$ cat src/dmiv_pkg.sv
// Package of constants and carrier types for the DMA interrupt vector block.
package dmiv_pkg;

	// ----------------------------------------------------------------
	// Sizes and codes
	// ----------------------------------------------------------------
	localparam int          DMIV_CHANNELS   = 8;
	localparam int          DMIV_CNT_W      = 16;
	localparam int          DMIV_VEC_W      = 16;
	localparam int          DMIV_SLOTS      = 16;
	localparam logic [15:0] DMIV_VEC_NONE   = 16'h0000;
	localparam logic [15:0] DMIV_VEC_STEP   = 16'h0002;
	localparam logic [1:0]  DMIV_SEQ_SINGLE = 2'h0;
	localparam logic [1:0]  DMIV_SEQ_MULTI  = 2'h1;
	localparam logic [1:0]  DMIV_SEQ_RPT_1  = 2'h2;
	localparam logic [1:0]  DMIV_SEQ_RPT_N  = 2'h3;

	// ----------------------------------------------------------------
	// Carrier types
	// ----------------------------------------------------------------
	// One access to the vector word by the CPU.
	typedef struct packed {
		logic rd;
		logic wr;
	} dmiv_vec_acc_t;

	// One data move completed by the transfer engine on a channel.
	typedef struct packed {
		logic                          valid;
		logic [$clog2(DMIV_CHANNELS)-1:0] chan;
		logic [DMIV_CNT_W-1:0]         count_after;
		logic                          to_dac;
		logic                          from_slot;
		logic [$clog2(DMIV_SLOTS)-1:0] slot;
	} dmiv_move_t;

endpackage

$ cat src/dmiv_prio.sv
// Fixed-priority encoder turning enabled pending flags into a vector code.
`timescale 1ns/1ps
module dmiv_prio
	import dmiv_pkg::*;
#(
	parameter int N = DMIV_CHANNELS
) (
	// Requests
	input  wire logic [N-1:0]          req,
	// Result
	output logic [N-1:0]               onehot,
	output logic [DMIV_VEC_W-1:0]      code
);

	always_comb begin
		onehot = '0;
		code   = DMIV_VEC_NONE;
		// Lowest index wins; scanning downward leaves it last.
		for (int i = N - 1; i >= 0; i--) begin
			if (req[i]) begin
				onehot    = '0;
				onehot[i] = 1'b1;
				code      = DMIV_VEC_W'((i + 1) * DMIV_VEC_STEP);
			end
		end
	end

endmodule

$ cat src/dmiv_top.sv
// Completion flags, interrupt request, vector word and peripheral flag clears.
// Notes on behaviour
// - flag sets when channel count reaches zero.
// - request needs flag, channel and global enable.
// - channel zero highest, fixed descending priority.
// - vector ignores disabled pending flags.
// - codes zero, else two times channel plus two.
// - any vector access clears reported flag.
// - next enabled flag reported and requested immediately.
// - DMA slot access clears converter result flag.
// - DMA converter data write clears its flag.
// - moves need no CPU, any power mode.
`timescale 1ns/1ps
module dmiv_top
	import dmiv_pkg::*;
#(
	parameter int N     = DMIV_CHANNELS,
	parameter int SLOTS = DMIV_SLOTS
) (
	// Clock and reset
	input  wire logic                    ref_clk,
	input  wire logic                    srst,
	// CPU side
	input  wire logic [N-1:0]            chan_irq_enable,
	input  wire logic                    global_irq_enable,
	input  wire dmiv_vec_acc_t           vec_acc,
	output logic [N-1:0]                 chan_done_flag,
	output logic [DMIV_VEC_W-1:0]        irq_vector_word,
	output logic                         irq_req,
	// Transfer engine side
	input  wire dmiv_move_t              move,
	// Converter and serial unit side
	input  wire logic [1:0]              conv_sequence_mode,
	input  wire logic [$clog2(SLOTS)-1:0] conv_last_slot,
	input  wire logic [SLOTS-1:0]        conv_result_flag,
	input  wire logic                    dac_ready_flag,
	input  wire logic                    i2c_rx_ready,
	input  wire logic                    i2c_tx_needed,
	output logic [SLOTS-1:0]             conv_result_flag_clr,
	output logic                         dac_ready_flag_clr,
	output logic                         conv_trigger,
	output logic                         dac_trigger,
	output logic                         i2c_rx_trigger,
	output logic                         i2c_tx_trigger
);

	// ----------------------------------------------------------------
	// Widths and local signals
	// ----------------------------------------------------------------
	localparam int SLOT_W = $clog2(SLOTS);

	logic [N-1:0]            flag_q;
	logic [N-1:0]            flag_d;
	logic [N-1:0]            enabled_pending;
	logic [N-1:0]            win_onehot;
	logic [N-1:0]            set_vec;
	logic [N-1:0]            next_onehot;
	logic [DMIV_VEC_W-1:0]   next_code;
	logic [SLOTS-1:0]        slot_hit;
	logic [SLOT_W-1:0]       trig_slot;
	logic                    vec_touch;
	logic                    move_done;
	logic                    multi_seq;

	// ----------------------------------------------------------------
	// Helper functions
	// ----------------------------------------------------------------
	// Next flag state; a set in the clearing cycle wins over the clear.
	function automatic logic [N-1:0] next_flags(
		input logic [N-1:0] cur,
		input logic [N-1:0] win,
		input logic         touch,
		input logic [N-1:0] set
	);
		next_flags = (cur & ~(win & {N{touch}})) | set;
	endfunction

	// True when an index names the decoder output at the given position.
	function automatic logic index_is(
		input logic [7:0] idx,
		input int         pos
	);
		index_is = (idx == 8'(pos));
	endfunction

	// ----------------------------------------------------------------
	// Completion flags
	// ----------------------------------------------------------------
	assign vec_touch       = vec_acc.rd | vec_acc.wr;
	assign enabled_pending = flag_q & chan_irq_enable;
	assign move_done       = move.valid && (move.count_after == '0);

	// Set comes from the engine whatever the transfer mode, with no CPU involved.
	for (genvar c = 0; c < N; c++) begin : g_set
		assign set_vec[c] = move_done && index_is(8'(move.chan), c);
	end

	dmiv_prio #(
		.N (N)
	) u_prio (
		.req    (enabled_pending),
		.onehot (win_onehot),
		.code   ()
	);

	assign flag_d = next_flags(flag_q, win_onehot, vec_touch, set_vec);

	always_ff @(posedge ref_clk) begin
		if (srst) begin
			flag_q <= '0;
		end else begin
			flag_q <= flag_d;
		end
	end

	// ----------------------------------------------------------------
	// Vector word
	// ----------------------------------------------------------------
	// The second encoder looks ahead so that the registered vector follows the flags.
	dmiv_prio #(
		.N (N)
	) u_prio_next (
		.req    (flag_d & chan_irq_enable),
		.onehot (next_onehot),
		.code   (next_code)
	);

	always_ff @(posedge ref_clk) begin
		if (srst) begin
			irq_vector_word <= DMIV_VEC_NONE;
		end else begin
			irq_vector_word <= next_code;
		end
	end

	// ----------------------------------------------------------------
	// Interrupt request
	// ----------------------------------------------------------------
	always_ff @(posedge ref_clk) begin
		if (srst) begin
			irq_req <= 1'b0;
		end else begin
			irq_req <= global_irq_enable && (next_onehot != '0);
		end
	end

	// ----------------------------------------------------------------
	// Flag outputs
	// ----------------------------------------------------------------
	always_ff @(posedge ref_clk) begin
		if (srst) begin
			chan_done_flag <= '0;
		end else begin
			chan_done_flag <= flag_d;
		end
	end

	// ----------------------------------------------------------------
	// Converter result flag clears
	// ----------------------------------------------------------------
	for (genvar s = 0; s < SLOTS; s++) begin : g_slot
		assign slot_hit[s] = move.valid && move.from_slot && index_is(8'(move.slot), s);
	end

	always_ff @(posedge ref_clk) begin
		if (srst) begin
			conv_result_flag_clr <= '0;
		end else begin
			conv_result_flag_clr <= slot_hit;
		end
	end

	// ----------------------------------------------------------------
	// Converter data flag clear
	// ----------------------------------------------------------------
	always_ff @(posedge ref_clk) begin
		if (srst) begin
			dac_ready_flag_clr <= 1'b0;
		end else begin
			dac_ready_flag_clr <= move.valid && move.to_dac;
		end
	end

	// ----------------------------------------------------------------
	// Converter trigger
	// ----------------------------------------------------------------
	assign multi_seq = (conv_sequence_mode == DMIV_SEQ_MULTI) ||
	                   (conv_sequence_mode == DMIV_SEQ_RPT_N);
	// In single modes the converter reports the slot in use on the same port.
	assign trig_slot = conv_last_slot;

	always_ff @(posedge ref_clk) begin
		if (srst) begin
			conv_trigger <= 1'b0;
		end else begin
			conv_trigger <= multi_seq ? conv_result_flag[trig_slot]
			                          : conv_result_flag[trig_slot];
		end
	end

	// ----------------------------------------------------------------
	// Data converter and serial unit triggers
	// ----------------------------------------------------------------
	always_ff @(posedge ref_clk) begin
		if (srst) begin
			dac_trigger <= 1'b0;
		end else begin
			dac_trigger <= dac_ready_flag;
		end
	end

	always_ff @(posedge ref_clk) begin
		if (srst) begin
			i2c_rx_trigger <= 1'b0;
			i2c_tx_trigger <= 1'b0;
		end else begin
			i2c_rx_trigger <= i2c_rx_ready;
			i2c_tx_trigger <= i2c_tx_needed;
		end
	end

endmodule

$ cat config.mk
export PLATFORM = sky130hd
export DESIGN_NAME = dmiv_top
export DESIGN_NICKNAME = d
export VERILOG_FILES = /design/src/dmiv_pkg.sv /design/src/dmiv_prio.sv /design/src/dmiv_top.sv
export SDC_FILE = /design/constraint.sdc
export NUM_CORES = 1
export LEC_CHECK = 0
export BUFFER_PORTS_ARGS = -buffer_cell sky130_fd_sc_hd__buf_2
export CAP_MARGIN = 40
export CORE_ASPECT_RATIO = 0.5
export CORE_MARGIN = 10
export CORE_UTILIZATION = 44
export CTS_CLUSTER_DIAMETER = 60
export DETAILED_ROUTE_END_ITERATION = 8
export GPL_TIMING_DRIVEN = 0
export PLACE_DENSITY_LB_ADDON = 0.25
export SKIP_LAST_GASP = 1
export SLEW_MARGIN = 30
export SYNTH_ARGS = -nofsm -noshare
export SYNTH_HDL_FRONTEND = slang
export SYNTH_SLANG_ARGS = --single-unit
$ cat constraint.sdc
create_clock -name ref_clk -period 3.8 [get_ports ref_clk]
set_input_delay 0.19 -clock ref_clk [delete_from_list [all_inputs] [get_ports ref_clk]]
set_output_delay 0.19 -clock ref_clk [all_outputs]
set_load 0.01 [all_outputs]
* Word-level counts from Yosys, hierarchy flattened
Index checks and enable logic that the tools add are counted.
** Storage, ports and cells
- Memory bits (writable) :: 0
- Memories :: 0
- Bits in read-only memories :: 0
- Bits of input ports :: 64
- Bits in latches :: 0
- Bits in registers :: 35
** Cells by class
- Bitwise logic cells :: 7
- Shifts and indexed selects :: 0
- Eq/ne operators :: 22
- Order comparisons :: 1
- Multipliers :: 0
- $add $sub $neg :: 0
- Reduce and logical (&&, ||, !) cells :: 35
- Divide/modulo/power cells :: 0
- Multiplexer cells :: 26
** Operators by type and width (count)
- $mux 8 :: 16
- $and 8x8->8 :: 4
- $eq 4x4->1 const B :: 8
- $logic_and 1x1->1 :: 28
- $eq 4x3->1 const B :: 4
- $logic_not 16->1 :: 1
- $mux 4 :: 4
- $eq 3x3->1 const B :: 4
- $eq 4x2->1 const B :: 2
- $not 8->8 :: 1
- $or 8x8->8 :: 1
- $reduce_bool 8->1 :: 1
- $reduce_or 8->1 :: 1
- $eq 3x2->1 const B :: 2
- $mux 3 :: 2
- $lt 4x5->1 const B :: 1
- $mux 5 :: 1
- $bmux 1 s4 :: 1
- $eq 4x1->1 const B :: 1
- $logic_not 4->1 :: 1
- $reduce_or 4->1 :: 1
- $eq 3x1->1 const B :: 1
- $logic_not 3->1 :: 1
- $mux 2 :: 1
- 3 further kinds :: 3

* Logic depth before layout (Yosys ltp)
Gate-level depths: netlist of the first run.
- Word-level depth :: 24
- Depth in mapped cells :: 7
- Gate-level depth less buffers :: 6

* Cells and area by module
From an unflattened synthesis of the first run, not the netlist that was laid out.
** Unflattened totals
- Cells, all modules :: 254
- Area, all modules :: 2233.4 µm²
** Modules (own cells, without submodules)
- dmiv_top :: area each 1750.4 µm², times used 1, sequential area each 920.9 µm², cells each 180
- dmiv_prio :: area each 241.5 µm², times used 2, sequential area each 0.0 µm², cells each 37

* Worst setup path after synthesis of the first run
OpenSTA, ideal clock, no wires.
- Path kind :: input to register
- Start point :: input port move[8] (netlist bit)
- End point :: register irq_vector_word[4]
- Setup slack :: 2.269 ns
- Path buffers :: 0
- Cell stages on the path :: 6
- Data arrival time :: 1.414 ns
- Required time :: 3.683 ns
- Cell sequence :: nor4_1 -> and2_1 -> nand2_1 -> o41ai_2 -> nor2_1 -> and4bb_1
** Between the ends
- Cells in the longest elaborated chain, start to end :: 6
- Elaborated cells between the ends (all ways) :: 14
** RTL lines
- from (decl) :: RTL line dmiv_top.sv:31 : input wire dmiv_move_t move,
- $logic_not 16->1 * :: RTL line dmiv_top.sv:91 : assign move_done = move.valid && (move.count_after == '0);
- $logic_and 1x1->1 * :: RTL line dmiv_top.sv:91
- $logic_and 1x1->1 :: RTL line dmiv_top.sv:95 : assign set_vec[c] = move_done && index_is(8'(move.chan), c);
- $or 8x8->8 * :: RTL line dmiv_top.sv:75 : next_flags = (cur & ~(win & {N{touch}})) | set;
- $and 8x8->8 * :: RTL line dmiv_top.sv:123 : .req (flag_d & chan_irq_enable),
- $reduce_or 8->1 (no source line) or $mux 5 (tied branches)
- to (signal assigned) :: RTL line dmiv_top.sv:132 : irq_vector_word <= next_code;
- to (decl) :: RTL line dmiv_top.sv:28 : output logic [DMIV_VEC_W-1:0] irq_vector_word,
Every way passes the cells marked *; elsewhere a longest branch is shown, timed or not.
A chain may end at the register's enable or synchronous reset.

==> results.json, run 1 <==
{
  "outcome": "finished, final reports clean",
  "hold_start": "move[5]",
  "yosysTopAreaCellShare_pct": 39.2,
  "routabilityCongestion": 0.874,
  "fillers": 352,
  "cts.root.buffer_cell": "clkbuf_8",
  "netlist_area_mm2": 0.00174,
  "synth_edf_count": 0,
  "clock_path_buffers": 2,
  "ys_ff_latch": 34,
  "met3_usage_pct": 9.17,
  "nets": 364,
  "ff_latch_area_um2": 681,
  "rows": 16,
  "min_path_type": "input pin to flop",
  "grtUsageMet2_pct": 24.7,
  "hold_buffers": 0,
  "fp.dieH_um": 64.4,
  "drv_slew": 0,
  "wire_per_inst_um": 14.3,
  "clk_latency_ns": 0.29,
  "required_ns": 4.02,
  "place_hpwl_um": 4390,
  "final_common_cell": "buf_2",
  "synth_area_per_cell_um2": 9.18,
  "final_cell_mix": "buf_2, dfxtp_1, nor2_1",
  "avgViaCountPerCell": 4.97,
  "fin_crit_sh_pct": 46.6,
  "ios": 110,
  "insertedDiodeCount": 0,
  "ant_nets": 0,
  "cts_setup_buffers": 0,
  "synth_top_flop_cell": "dfxtp_1",
  "cts_tree": "built",
  "cts_resized": 0,
  "die_width_um": 109,
  "leakagePower_nw": 1.15,
  "grt_max_degree": 13,
  "start_util_pct": 45.1,
  "grt_pass1_vias": 1861,
  "cp-start-kind": "flop",
  "rsz0062_at_grt": "false",
  "relSlewSlack_pct": 64.2,
  "clk_pin_slew_ns": 0.08,
  "dr.pass1.iters": 4,
  "synth_area_leaders": "dfxtp_1, mux4_2, buf_4",
  "fmax_mhz": 565,
  "clock_sinks": 34,
  "p_per_area_mw_per_mm2": 331,
  "vias": 1764,
  "core_mm2": 0.00384,
  "drc": 0,
  "synth_async_sr_flop_share_pct": 0,
  "antenna_found_initial": 0,
  "layout_min_cycle_time_ns": 1.77,
  "holdPathStages": 2,
  "r2r_cells": 6,
  "worst_pin_slew_ns": 0.537,
  "synthDistinctLibCells": 48,
  "grt_usage_pct": 14.1,
  "setup_viol": 0,
  "grt_overflow": 0,
  "drive_gt1_share_pct": 44.2,
  "yosys.area.top_type": "dfxtp_1",
  "final_util_pct": 63.1,
  "synth_seq_area_share_pct": 39.2,
  "yosysWarnings": 0,
  "finalWirelength_um": 5060,
  "grt_pass1_wl_um": 8110,
  "grt.busiest_layer": "met2",
  "r2r_start": "chan_done_flag[2]$_SDFF_PP0_",
  "netlist_instances": 189,
  "synthToLayoutAreaGrowth_pct": 39.7,
  "worstPathMaxFanout": 4,
  "maxCapViolations": 0,
  "min_delay_worst_endpoint": "dac_ready_flag_clr$_SDFF_PP0_",
  "finalHoldViolations": 0,
  "crit_arrival_ns": 1.99,
  "die-area_mm2": 0.00701,
  "worstSetupPathType": "flop to flop",
  "grt_use_met1_pct": 13.6,
  "io_buffers": 93,
  "htree_levels": 2,
  "final.setup_skew_ns": 0.0109,
  "critPathCaptureType": "flop",
  "multi_input_area_um2": 947,
  "fin_tns_setup_ns": 0,
  "vdd_drop_max_v": 0.000136,
  "drtIter0Drc": 69,
  "cts_made_buffers": 5,
  "worst_r2r_endpoint": "irq_vector_word[4]$_SDFF_PP0_",
  "r2r_slack_ns": 2.03
}
-- power breakdown --
part | switching [mW] | leakage [nW] | internal, mW | total (mW)
combinational | 0.0529 | 0.823 | 0.0531 | 0.106
clock | 0.139 | 0.0504 | 0.195 | 0.334
sequential | 0.000783 | 0.275 | 0.360 | 0.361
-- through the flow --
stage                     setup WS [ns]  total power [mW]  hold WS [ns]  area (um^2)  cells
after floorplan                    2.27             0.422         0.262         1780    200
after detailed placement           1.95             0.475         0.396         2310    347
after global placement             1.95             0.472         0.392         2310    347
after CTS                          2.06             0.803         0.101         2420    355
after global routing               1.88             0.833         0.119         2420    355
final                              2.03             0.801         0.108         2420    355
-- worst max-delay path by stage --
stage	startpoint	endpoint
after floorplan	move[8]	irq_vector_word[4]$_SDFF_PP0_
after global placement	move[8]	irq_vector_word[4]$_SDFF_PP0_
after detailed placement	move[8]	irq_vector_word[4]$_SDFF_PP0_
after CTS	chan_done_flag[2]$_SDFF_PP0_	irq_vector_word[4]$_SDFF_PP0_
after global routing	chan_done_flag[0]$_SDFF_PP0_	irq_vector_word[4]$_SDFF_PP0_
final	chan_done_flag[2]$_SDFF_PP0_	irq_vector_word[4]$_SDFF_PP0_
-- cell families after synthesis --
logic type | Yosys count | share of synthesized area, %
AO/OA/AOI/OAI | 35 | 15.5
buffers and inverters | 23 | 8.58
flip-flops | 34 | 39.2
multiplexers | 5 | 6.49
other | 1 | 0.216
AND/OR/NAND/NOR | 91 | 30.0
-- flip-flops by register name, summed over array words and instances (netlist names) --
| signal | flops |
|---|---|
| dac_trigger | 1 |
| conv_result_flag_clr | 16 |
| irq_vector_word | 4 |
| dac_ready_flag_clr | 1 |
| conv_trigger | 1 |
| chan_done_flag | 8 |
| irq_req | 1 |
| i2c_tx_trigger | 1 |
| i2c_rx_trigger | 1 |
-- synthesized netlist by cell type (all sizes together) (2+ instances only) --
| master | number |
|---|---|
| dfxtp | 34 |
| nor2 | 24 |
| nand2 | 19 |
| buf | 14 |
| nor2b | 8 |
| a21oi | 7 |
| inv | 7 |
| nor3 | 6 |
| a31oi | 5 |
| and2 | 5 |
| mux4 | 5 |
| nand4 | 5 |
| o21ai | 5 |
| nand3 | 4 |
| nor4 | 4 |
| a22oi | 3 |
| nand2b | 3 |
| or3 | 3 |
| a32oi | 2 |
| and3 | 2 |
| clkbuf | 2 |
| nand3b | 2 |
| o31ai | 2 |
| or4 | 2 |
-- layout make-up --
cell class | instances | area share [%]
multi-input combinational | 143 | 39.1
sequential | 34 | 28.1
timing repair buffer | 93 | 19.2
buffer | 16 | 5.06
clock buffer | 5 | 2.84
tap | 54 | 2.79
clock inverter | 3 | 1.86
inverter | 7 | 1.08
-- worst max-delay path, cell delays in order (launching register included) --
cell	delay (ns)
dfxtp_1	0.34
a22oi_1	0.33
nand3_1	0.21
o21ai_0	0.25
nand3b_1	0.15
nor2_1	0.20
and4bb_1	0.22
-- routing by layer --
layer,vias to the layer above,wire [um]
met2,86,2410
met1,786,1920
li1,888,-
met5,-,0
met3,4,717
met4,0,22
(Power assumes the default switching activity.)
==> inputs of run 2 (changes only) <==
CORE_UTILIZATION = 38   (was 44)
clock period = 1.6 ns   (was 3.8 ns; I/O delays follow)
==> run 2 against run 1 <==
  * Non-clock buffer count rose by 4
  * First-iteration DRC count fell by 2.9%
  * Register-to-register slack got worse by 2.0 ns
  * Clock power rose to 2.9 times the previous value
  * Die area rose by 12%
  * Worst setup slack got worse by 2.0 ns
  * Count of clock-buffer cells in the layout did not move
  * Hold slack got worse by 0.079 ns
  * Maximum frequency rose by 11%
  * Sequential cell count did not move
  * Critical path type unchanged
  * Critical endpoint unchanged
  * Highest routed layer unchanged
==> results.json, run 2 (synthesis results as in run 1) <==
{
  "finalWirelength_um": 5340,
  "nets": 368,
  "core_mm2": 0.00440,
  "io_buffers": 93,
  "cp-start-kind": "flop",
  "min_delay_worst_endpoint": "irq_req$_SDFF_PP0_",
  "final_common_cell": "buf_2",
  "critPathCaptureType": "flop",
  "r2r_cells": 6,
  "clock_path_buffers": 2,
  "switchingPower_uw": 467,
  "die_width_um": 116,
  "fin_tns_setup_ns": 0,
  "power_switching_share_pct": 22.4,
  "grt_use_met1_pct": 13.4,
  "fmax_mhz": 628,
  "relSlewSlack_pct": 65.9,
  "fin_crit_sh_pct": 99.6,
  "clk_pin_slew_ns": 0.07,
  "drtIter0Drc": 67,
  "layout_min_cycle_time_ns": 1.59,
  "timing.hold.ws_ns": 0.0284,
  "wire_per_inst_um": 14.8,
  "holdPathStages": 3,
  "cts_tree": "built",
  "clk_latency_ns": 0.28,
  "drc": 0,
  "largestRegisters": "conv_result_flag_clr (16), chan_done_flag (8), irq_vector_word (4)",
  "leakagePower_nw": 1.20,
  "seqPwrFrac_pct": 41.1,
  "place_inst": 350,
  "htree_levels": 2,
  "required_ns": 1.83,
  "antenna_found_initial": 0,
  "hold_start": "global_irq_enable",
  "die-area_mm2": 0.00783,
  "start_util_pct": 39.4,
  "ios": 110,
  "fp.dieH_um": 67.8,
  "r2r_start": "chan_done_flag[2]$_SDFF_PP0_",
  "regMostFlops": "conv_result_flag_clr",
  "final_cell_mix": "buf_2, dfxtp_1, nor2_1",
  "min_path_type": "input pin to flop",
  "p_per_area_mw_per_mm2": 815,
  "final.setup_skew_ns": 0.00385,
  "vias": 1802,
  "rsz0062_at_grt": "true",
  "rows": 17,
  "worst_r2r_endpoint": "irq_vector_word[4]$_SDFF_PP0_",
  "routabilityCongestion": 0.828,
  "grt_usage_pct": 13.2,
  "setup_viol": 0,
  "cts.root.buffer_cell": "clkbuf_8",
  "worstPathMaxFanout": 4,
  "synthToLayoutAreaGrowth_pct": 47.2,
  "layoutNonFillerInstCount": 362,
  "avgViaCountPerCell": 4.98,
  "clock_sinks": 34,
  "grt_max_degree": 13,
  "dpl_cell_area_mm2": 0.00231,
  "dr.pass1.iters": 4,
  "r2r_slack_ns": 0.007,
  "largest_reg_flops": 16,
  "grt_overflow": 0,
  "outcome": "finished, final reports clean",
  "vdd_drop_max_v": 0.000337,
  "cts_made_buffers": 5,
  "ant_nets": 0,
  "grt_pass1_wl_um": 8240,
  "grt_pass1_vias": 1813,
  "worstSetupPathType": "flop to flop",
  "met3_usage_pct": 6.90,
  "maxCapViolations": 0,
  "worst_pin_slew_ns": 0.512,
  "place_hpwl_um": 4410,
  "drive_gt1_share_pct": 47.5,
  "grtUsageMet2_pct": 23.5,
  "stdcell_area_mm2": 0.00255,
  "comb_power_share_pct": 13.0,
  "crit_arrival_ns": 1.82,
  "insertedDiodeCount": 0,
  "clock_power_share_pct": 45.9,
  "finalHoldViolations": 0,
  "drv_slew": 0,
  "intPower_mw": 1.62,
  "grt.busiest_layer": "met2"
}
run 2: changes by cell type in the layout (fill, tap and decap cells not counted), moves of 2 or more:
cell           before  now
o21ai_2             0    2
clkinvlp_4          2    0
o21ai_0             4    2
dlygate4sd3_1       0    3
run 2: what timing repair did:
item,CTS,global route
endpoints found under the hold margin,3,0
pin swaps,0,9
endpoints found under the setup margin,4,5
buffers inserted,0,1
hold buffers,3,0
gates resized for setup,4,13
run 2: per-stage QoR:
step / util [%] / setup slack [ns] / total power, mW
6_report: 58.0 / 0.00677 / 2.08
5_1_grt: 58.0 / -0.0415 / 2.15
4_1_cts: 56.8 / -0.00453 / 2.09
3_5_place_dp: 52.5 / -0.206 / 1.13
3_3_place_gp: 52.5 / -0.160 / 1.12
2_1_floorplan: - / 0.0826 / 1.00
run 2: layout make-up:
type,count,area (um^2)
multi-input combinational,143,1010
timing repair buffer,97,503
sequential,34,684
tap,57,71.3
inverter,7,26.3
fill,397,1850
buffer,16,123
clock buffer,5,68.8
clock inverter,3,68.8
run 2: how the worst max path moves through the flow:
stage,end,startpoint
after global placement,irq_vector_word[4]$_SDFF_PP0_,move[8]
after floorplan,irq_vector_word[4]$_SDFF_PP0_,chan_done_flag[0]$_SDFF_PP0_
after CTS,irq_vector_word[1]$_SDFF_PP0_,chan_done_flag[0]$_SDFF_PP0_
final,irq_vector_word[4]$_SDFF_PP0_,chan_done_flag[2]$_SDFF_PP0_
after detailed placement,irq_vector_word[4]$_SDFF_PP0_,move[8]
after global routing,irq_vector_word[4]$_SDFF_PP0_,chan_done_flag[2]$_SDFF_PP0_
run 2: worst max-delay path: stages (launching register included):
cell and delay (ns):
dfxtp_4 0.36, a22oi_2 0.30, and2_4 0.24, o21ai_4 0.05
a22o_1 0.22, nor2_2 0.16, and4bb_1 0.21
run 2: routing by layer:
metal  part of all wire, %  vias up
li1                      -      897
met1                    39      825
met2                    48       75
met3                    12        5
met4                  0.95        0
met5                     0        -
run 2: power groups by stage:
stage / combinational (mW) / clock (mW) / sequential, mW
2_1_floorplan: 0.120 / 0 / 0.883
3_3_place_gp: 0.245 / 0 / 0.877
3_5_place_dp: 0.251 / 0 / 0.878
4_1_cts: 0.262 / 0.965 / 0.858
5_1_grt: 0.297 / 0.999 / 0.857
6_report: 0.270 / 0.956 / 0.856
==> inputs of run 3 (changes only) <==
ABC_AREA = 1   (was unset)
CORE_UTILIZATION = 37   (was 38)
==> run 3 against run 2 <==
  * Core utilization increased by 1.7 points
  * Final area shrank 5.0%
  * Critical path depth up 6
  * Sequential share of layout area is 1.4 points higher
  * Register-to-register slack gained 0.08 ns
  * Via count barely moved
  * Critical endpoint is now irq_req$_SDFF_PP0_
  * Combinational power shrank 11%
  * Worst setup slack better by 0.083 ns
  * Maximum frequency increased by 5.5%
  * Global-route usage decreased by 0.73 points
  * First-iteration DRC count did not move
  * Area after synthesis shrank 5.9%
==> results.json, run 3 <==
{
  "largest_reg_flops": 16,
  "clock_path_buffers": 2,
  "stdcell_area_mm2": 0.00242,
  "fmax_mhz": 662,
  "final_util_pct": 59.7,
  "rows": 16,
  "fin_ws_ns": 0.0902,
  "timing.hold.ws_ns": 0.0124,
  "synth_area_per_cell_um2": 7.10,
  "setup_viol": 0,
  "crit_chain": "nand2_2 -> nand2_1 -> nor2_4 -> nand3_2 -> nand2_2 -> nand2_1 -> nand2_2 -> nand2_1 -> nor2_1 -> nand3b_1 -> nor2_1 -> nor2_1",
  "grt_overflow": 0,
  "power_switching_share_pct": 22.2,
  "ios": 110,
  "dpl_cell_area_mm2": 0.00221,
  "netlist_instances": 230,
  "clk_latency_ns": 0.28,
  "synthDistinctLibCells": 30,
  "vdd_drop_max_v": 0.000413,
  "grt_usage_pct": 12.4,
  "synth_top_flop_cell": "dfxtp_1",
  "synth_xor_area_share_pct": 0,
  "ff_latch_area_um2": 684,
  "synth_async_sr_flop_share_pct": 0,
  "fillers": 399,
  "synth_seq_area_share_pct": 41.7,
  "nets": 409,
  "leakagePower_nw": 1.30,
  "maxCapViolations": 0,
  "crit_arrival_ns": 1.69,
  "netlist_area_mm2": 0.00163,
  "antenna_found_initial": 0,
  "grt_pass1_vias": 1702,
  "avgViaCountPerCell": 4.51,
  "p_per_area_mw_per_mm2": 845,
  "start_util_pct": 40.2,
  "max_stage_delay_ns": 0.33,
  "yosysWarnings": 0,
  "synth_compound_area_share_pct": 10.7,
  "synth_edf_count": 0,
  "worstPathMaxFanout": 4,
  "place_hpwl_um": 4320,
  "die_width_um": 114,
  "io_buffers": 94,
  "synth_mux_area_share_pct": 0,
  "cts_made_buffers": 5,
  "seqPwrFrac_pct": 41.9,
  "vias": 1803,
  "ant_nets": 0,
  "dr.pass1.iters": 4,
  "drtIter0Drc": 67,
  "drv_slew": 0,
  "switchingPower_uw": 455,
  "intPower_mw": 1.59,
  "insertedDiodeCount": 0,
  "worstSetupPathType": "flop to flop",
  "final_common_cell": "buf_2",
  "fin_crit_sh_pct": 94.4,
  "synth_area_leaders": "dfxtp_1, nand2_1, nor2_1",
  "finalHoldViolations": 0,
  "crit_buf_inv": 0,
  "grt_max_degree": 13,
  "yosys.area.top_type": "dfxtp_1",
  "wire_per_inst_um": 13.1,
  "drc": 0,
  "final_cell_mix": "buf_2, nor2_1, nand2_1",
  "critPathTopFamily": "simple AND/OR/NAND/NOR gates",
  "cts_setup_buffers": 0,
  "multi_input_area_um2": 855,
  "cts.root.buffer_cell": "clkbuf_8",
  "drive_gt1_share_pct": 41.0,
  "core_mm2": 0.00406,
  "die-area_mm2": 0.00763,
  "routabilityCongestion": 0.792,
  "critPathCaptureType": "flop",
  "min_path_type": "input pin to flop",
  "clock_power_share_pct": 46.5,
  "clock_sinks": 34,
  "layout_min_cycle_time_ns": 1.51,
  "cp_slowest_cell": "dfxtp_2",
  "largestRegisters": "conv_result_flag_clr (16), chan_done_flag (8), irq_vector_word (4)",
  "cts_tree": "built",
  "final.setup_skew_ns": 0.000759,
  "fin_tns_setup_ns": 0,
  "ys_top_cells_by_count": "nand2_1, nor2_1, dfxtp_1",
  "grt_pass1_wl_um": 7640,
  "fp.dieH_um": 67.0,
  "cp-start-kind": "flop",
  "regMostFlops": "conv_result_flag_clr",
  "outcome": "finished, final reports clean",
  "r2r_slack_ns": 0.09,
  "synth.most_common_cell": "nand2_1",
  "synthToLayoutAreaGrowth_pct": 48.5,
  "synth_top_family_by_area": "simple AND/OR/NAND/NOR gates",
  "synthAdderAreaFrac_pct": 0,
  "comb_power_share_pct": 11.7,
  "htree_levels": 2,
  "finalWirelength_um": 5220,
  "synth-simple-area-share_pct": 36.3,
  "required_ns": 1.78,
  "ys_ff_latch": 34,
  "pre_cts_slack_ns": 0.0690,
  "clk_pin_slew_ns": 0.07,
  "yosysTopAreaCellShare_pct": 41.7
}
==> run 3: final timing paths <==
| check | start | to | depth (start not counted) |
|---|---|---|---|
| min | move[5] | dac_ready_flag_clr$_SDFF_PP0_ | 3 |
| max | chan_done_flag[2]$_SDFF_PP0_ | irq_req$_SDFF_PP0_ | 12 |
| min reg2reg | chan_done_flag[5]$_SDFF_PP0_ | chan_done_flag[5]$_SDFF_PP0_ | 2 |
| max reg2reg | chan_done_flag[2]$_SDFF_PP0_ | irq_req$_SDFF_PP0_ | 12 |
==> run 3: cells by family after synthesis <==
| group | Yosys count |
|---|---|
| buffers and inverters | 36 |
| DFF | 34 |
| other | 1 |
| and+or+nand+nor | 129 |
| AOI/OAI and AO/OA | 30 |
==> run 3: final cells by class <==
cell class	count	share of cell area (%)
multi-input cells	171	35.2
flip-flops and latches	34	28.2
repair buffers	97	20.6
plain buffers	14	4.02
inverters	22	3.41
clock buffers	5	2.84
clock inverters	3	2.84
well taps	54	2.79
==> run 3: power groups by stage <==
stage          registers, mW  logic [mW]  clock network [mW]
4_1_cts                0.857       0.232               0.970
5_1_grt                0.858       0.266                1.00
3_5_place_dp           0.877       0.225                   0
3_3_place_gp           0.876       0.219                   0
2_1_floorplan          0.882       0.107                   0
6_report               0.857       0.239               0.952
==> run 3: through the flow <==
step / power, mW / std cells
6_report: 2.05 / 400
3_3_place_gp: 1.10 / 389
3_5_place_dp: 1.10 / 389
4_1_cts: 2.06 / 400
5_1_grt: 2.13 / 400
2_1_floorplan: 0.990 / 241
==> run 3: what timing repair did <==
| item | CTS | global route |
|---|---|---|
| endpoints found under the setup margin | 0 | 4 |
| gates resized for setup | 0 | 15 |
| hold buffers | 3 | 0 |
| endpoints found under the hold margin | 3 | 0 |
==> run 3: routing by layer <==
| layer | track usage, % | wire length [um] | vias up | share of wire [%] |
|---|---|---|---|---|
| met2 | 23.1 | 2690 | 68 | 52 |
| met1 | 11.3 | 1810 | 785 | 35 |
| met4 | 4.19 | 55 | 0 | 1.1 |
| met3 | 7.42 | 661 | 8 | 13 |
| met5 | 0 | 0 | - | 0 |
| li1 | - | - | 942 | - |
==> run 3: worst min-delay path, cell delays in order <==
cell and delay, ns:
buf_2 0.08, nand2_1 0.04, nor2_1 0.06
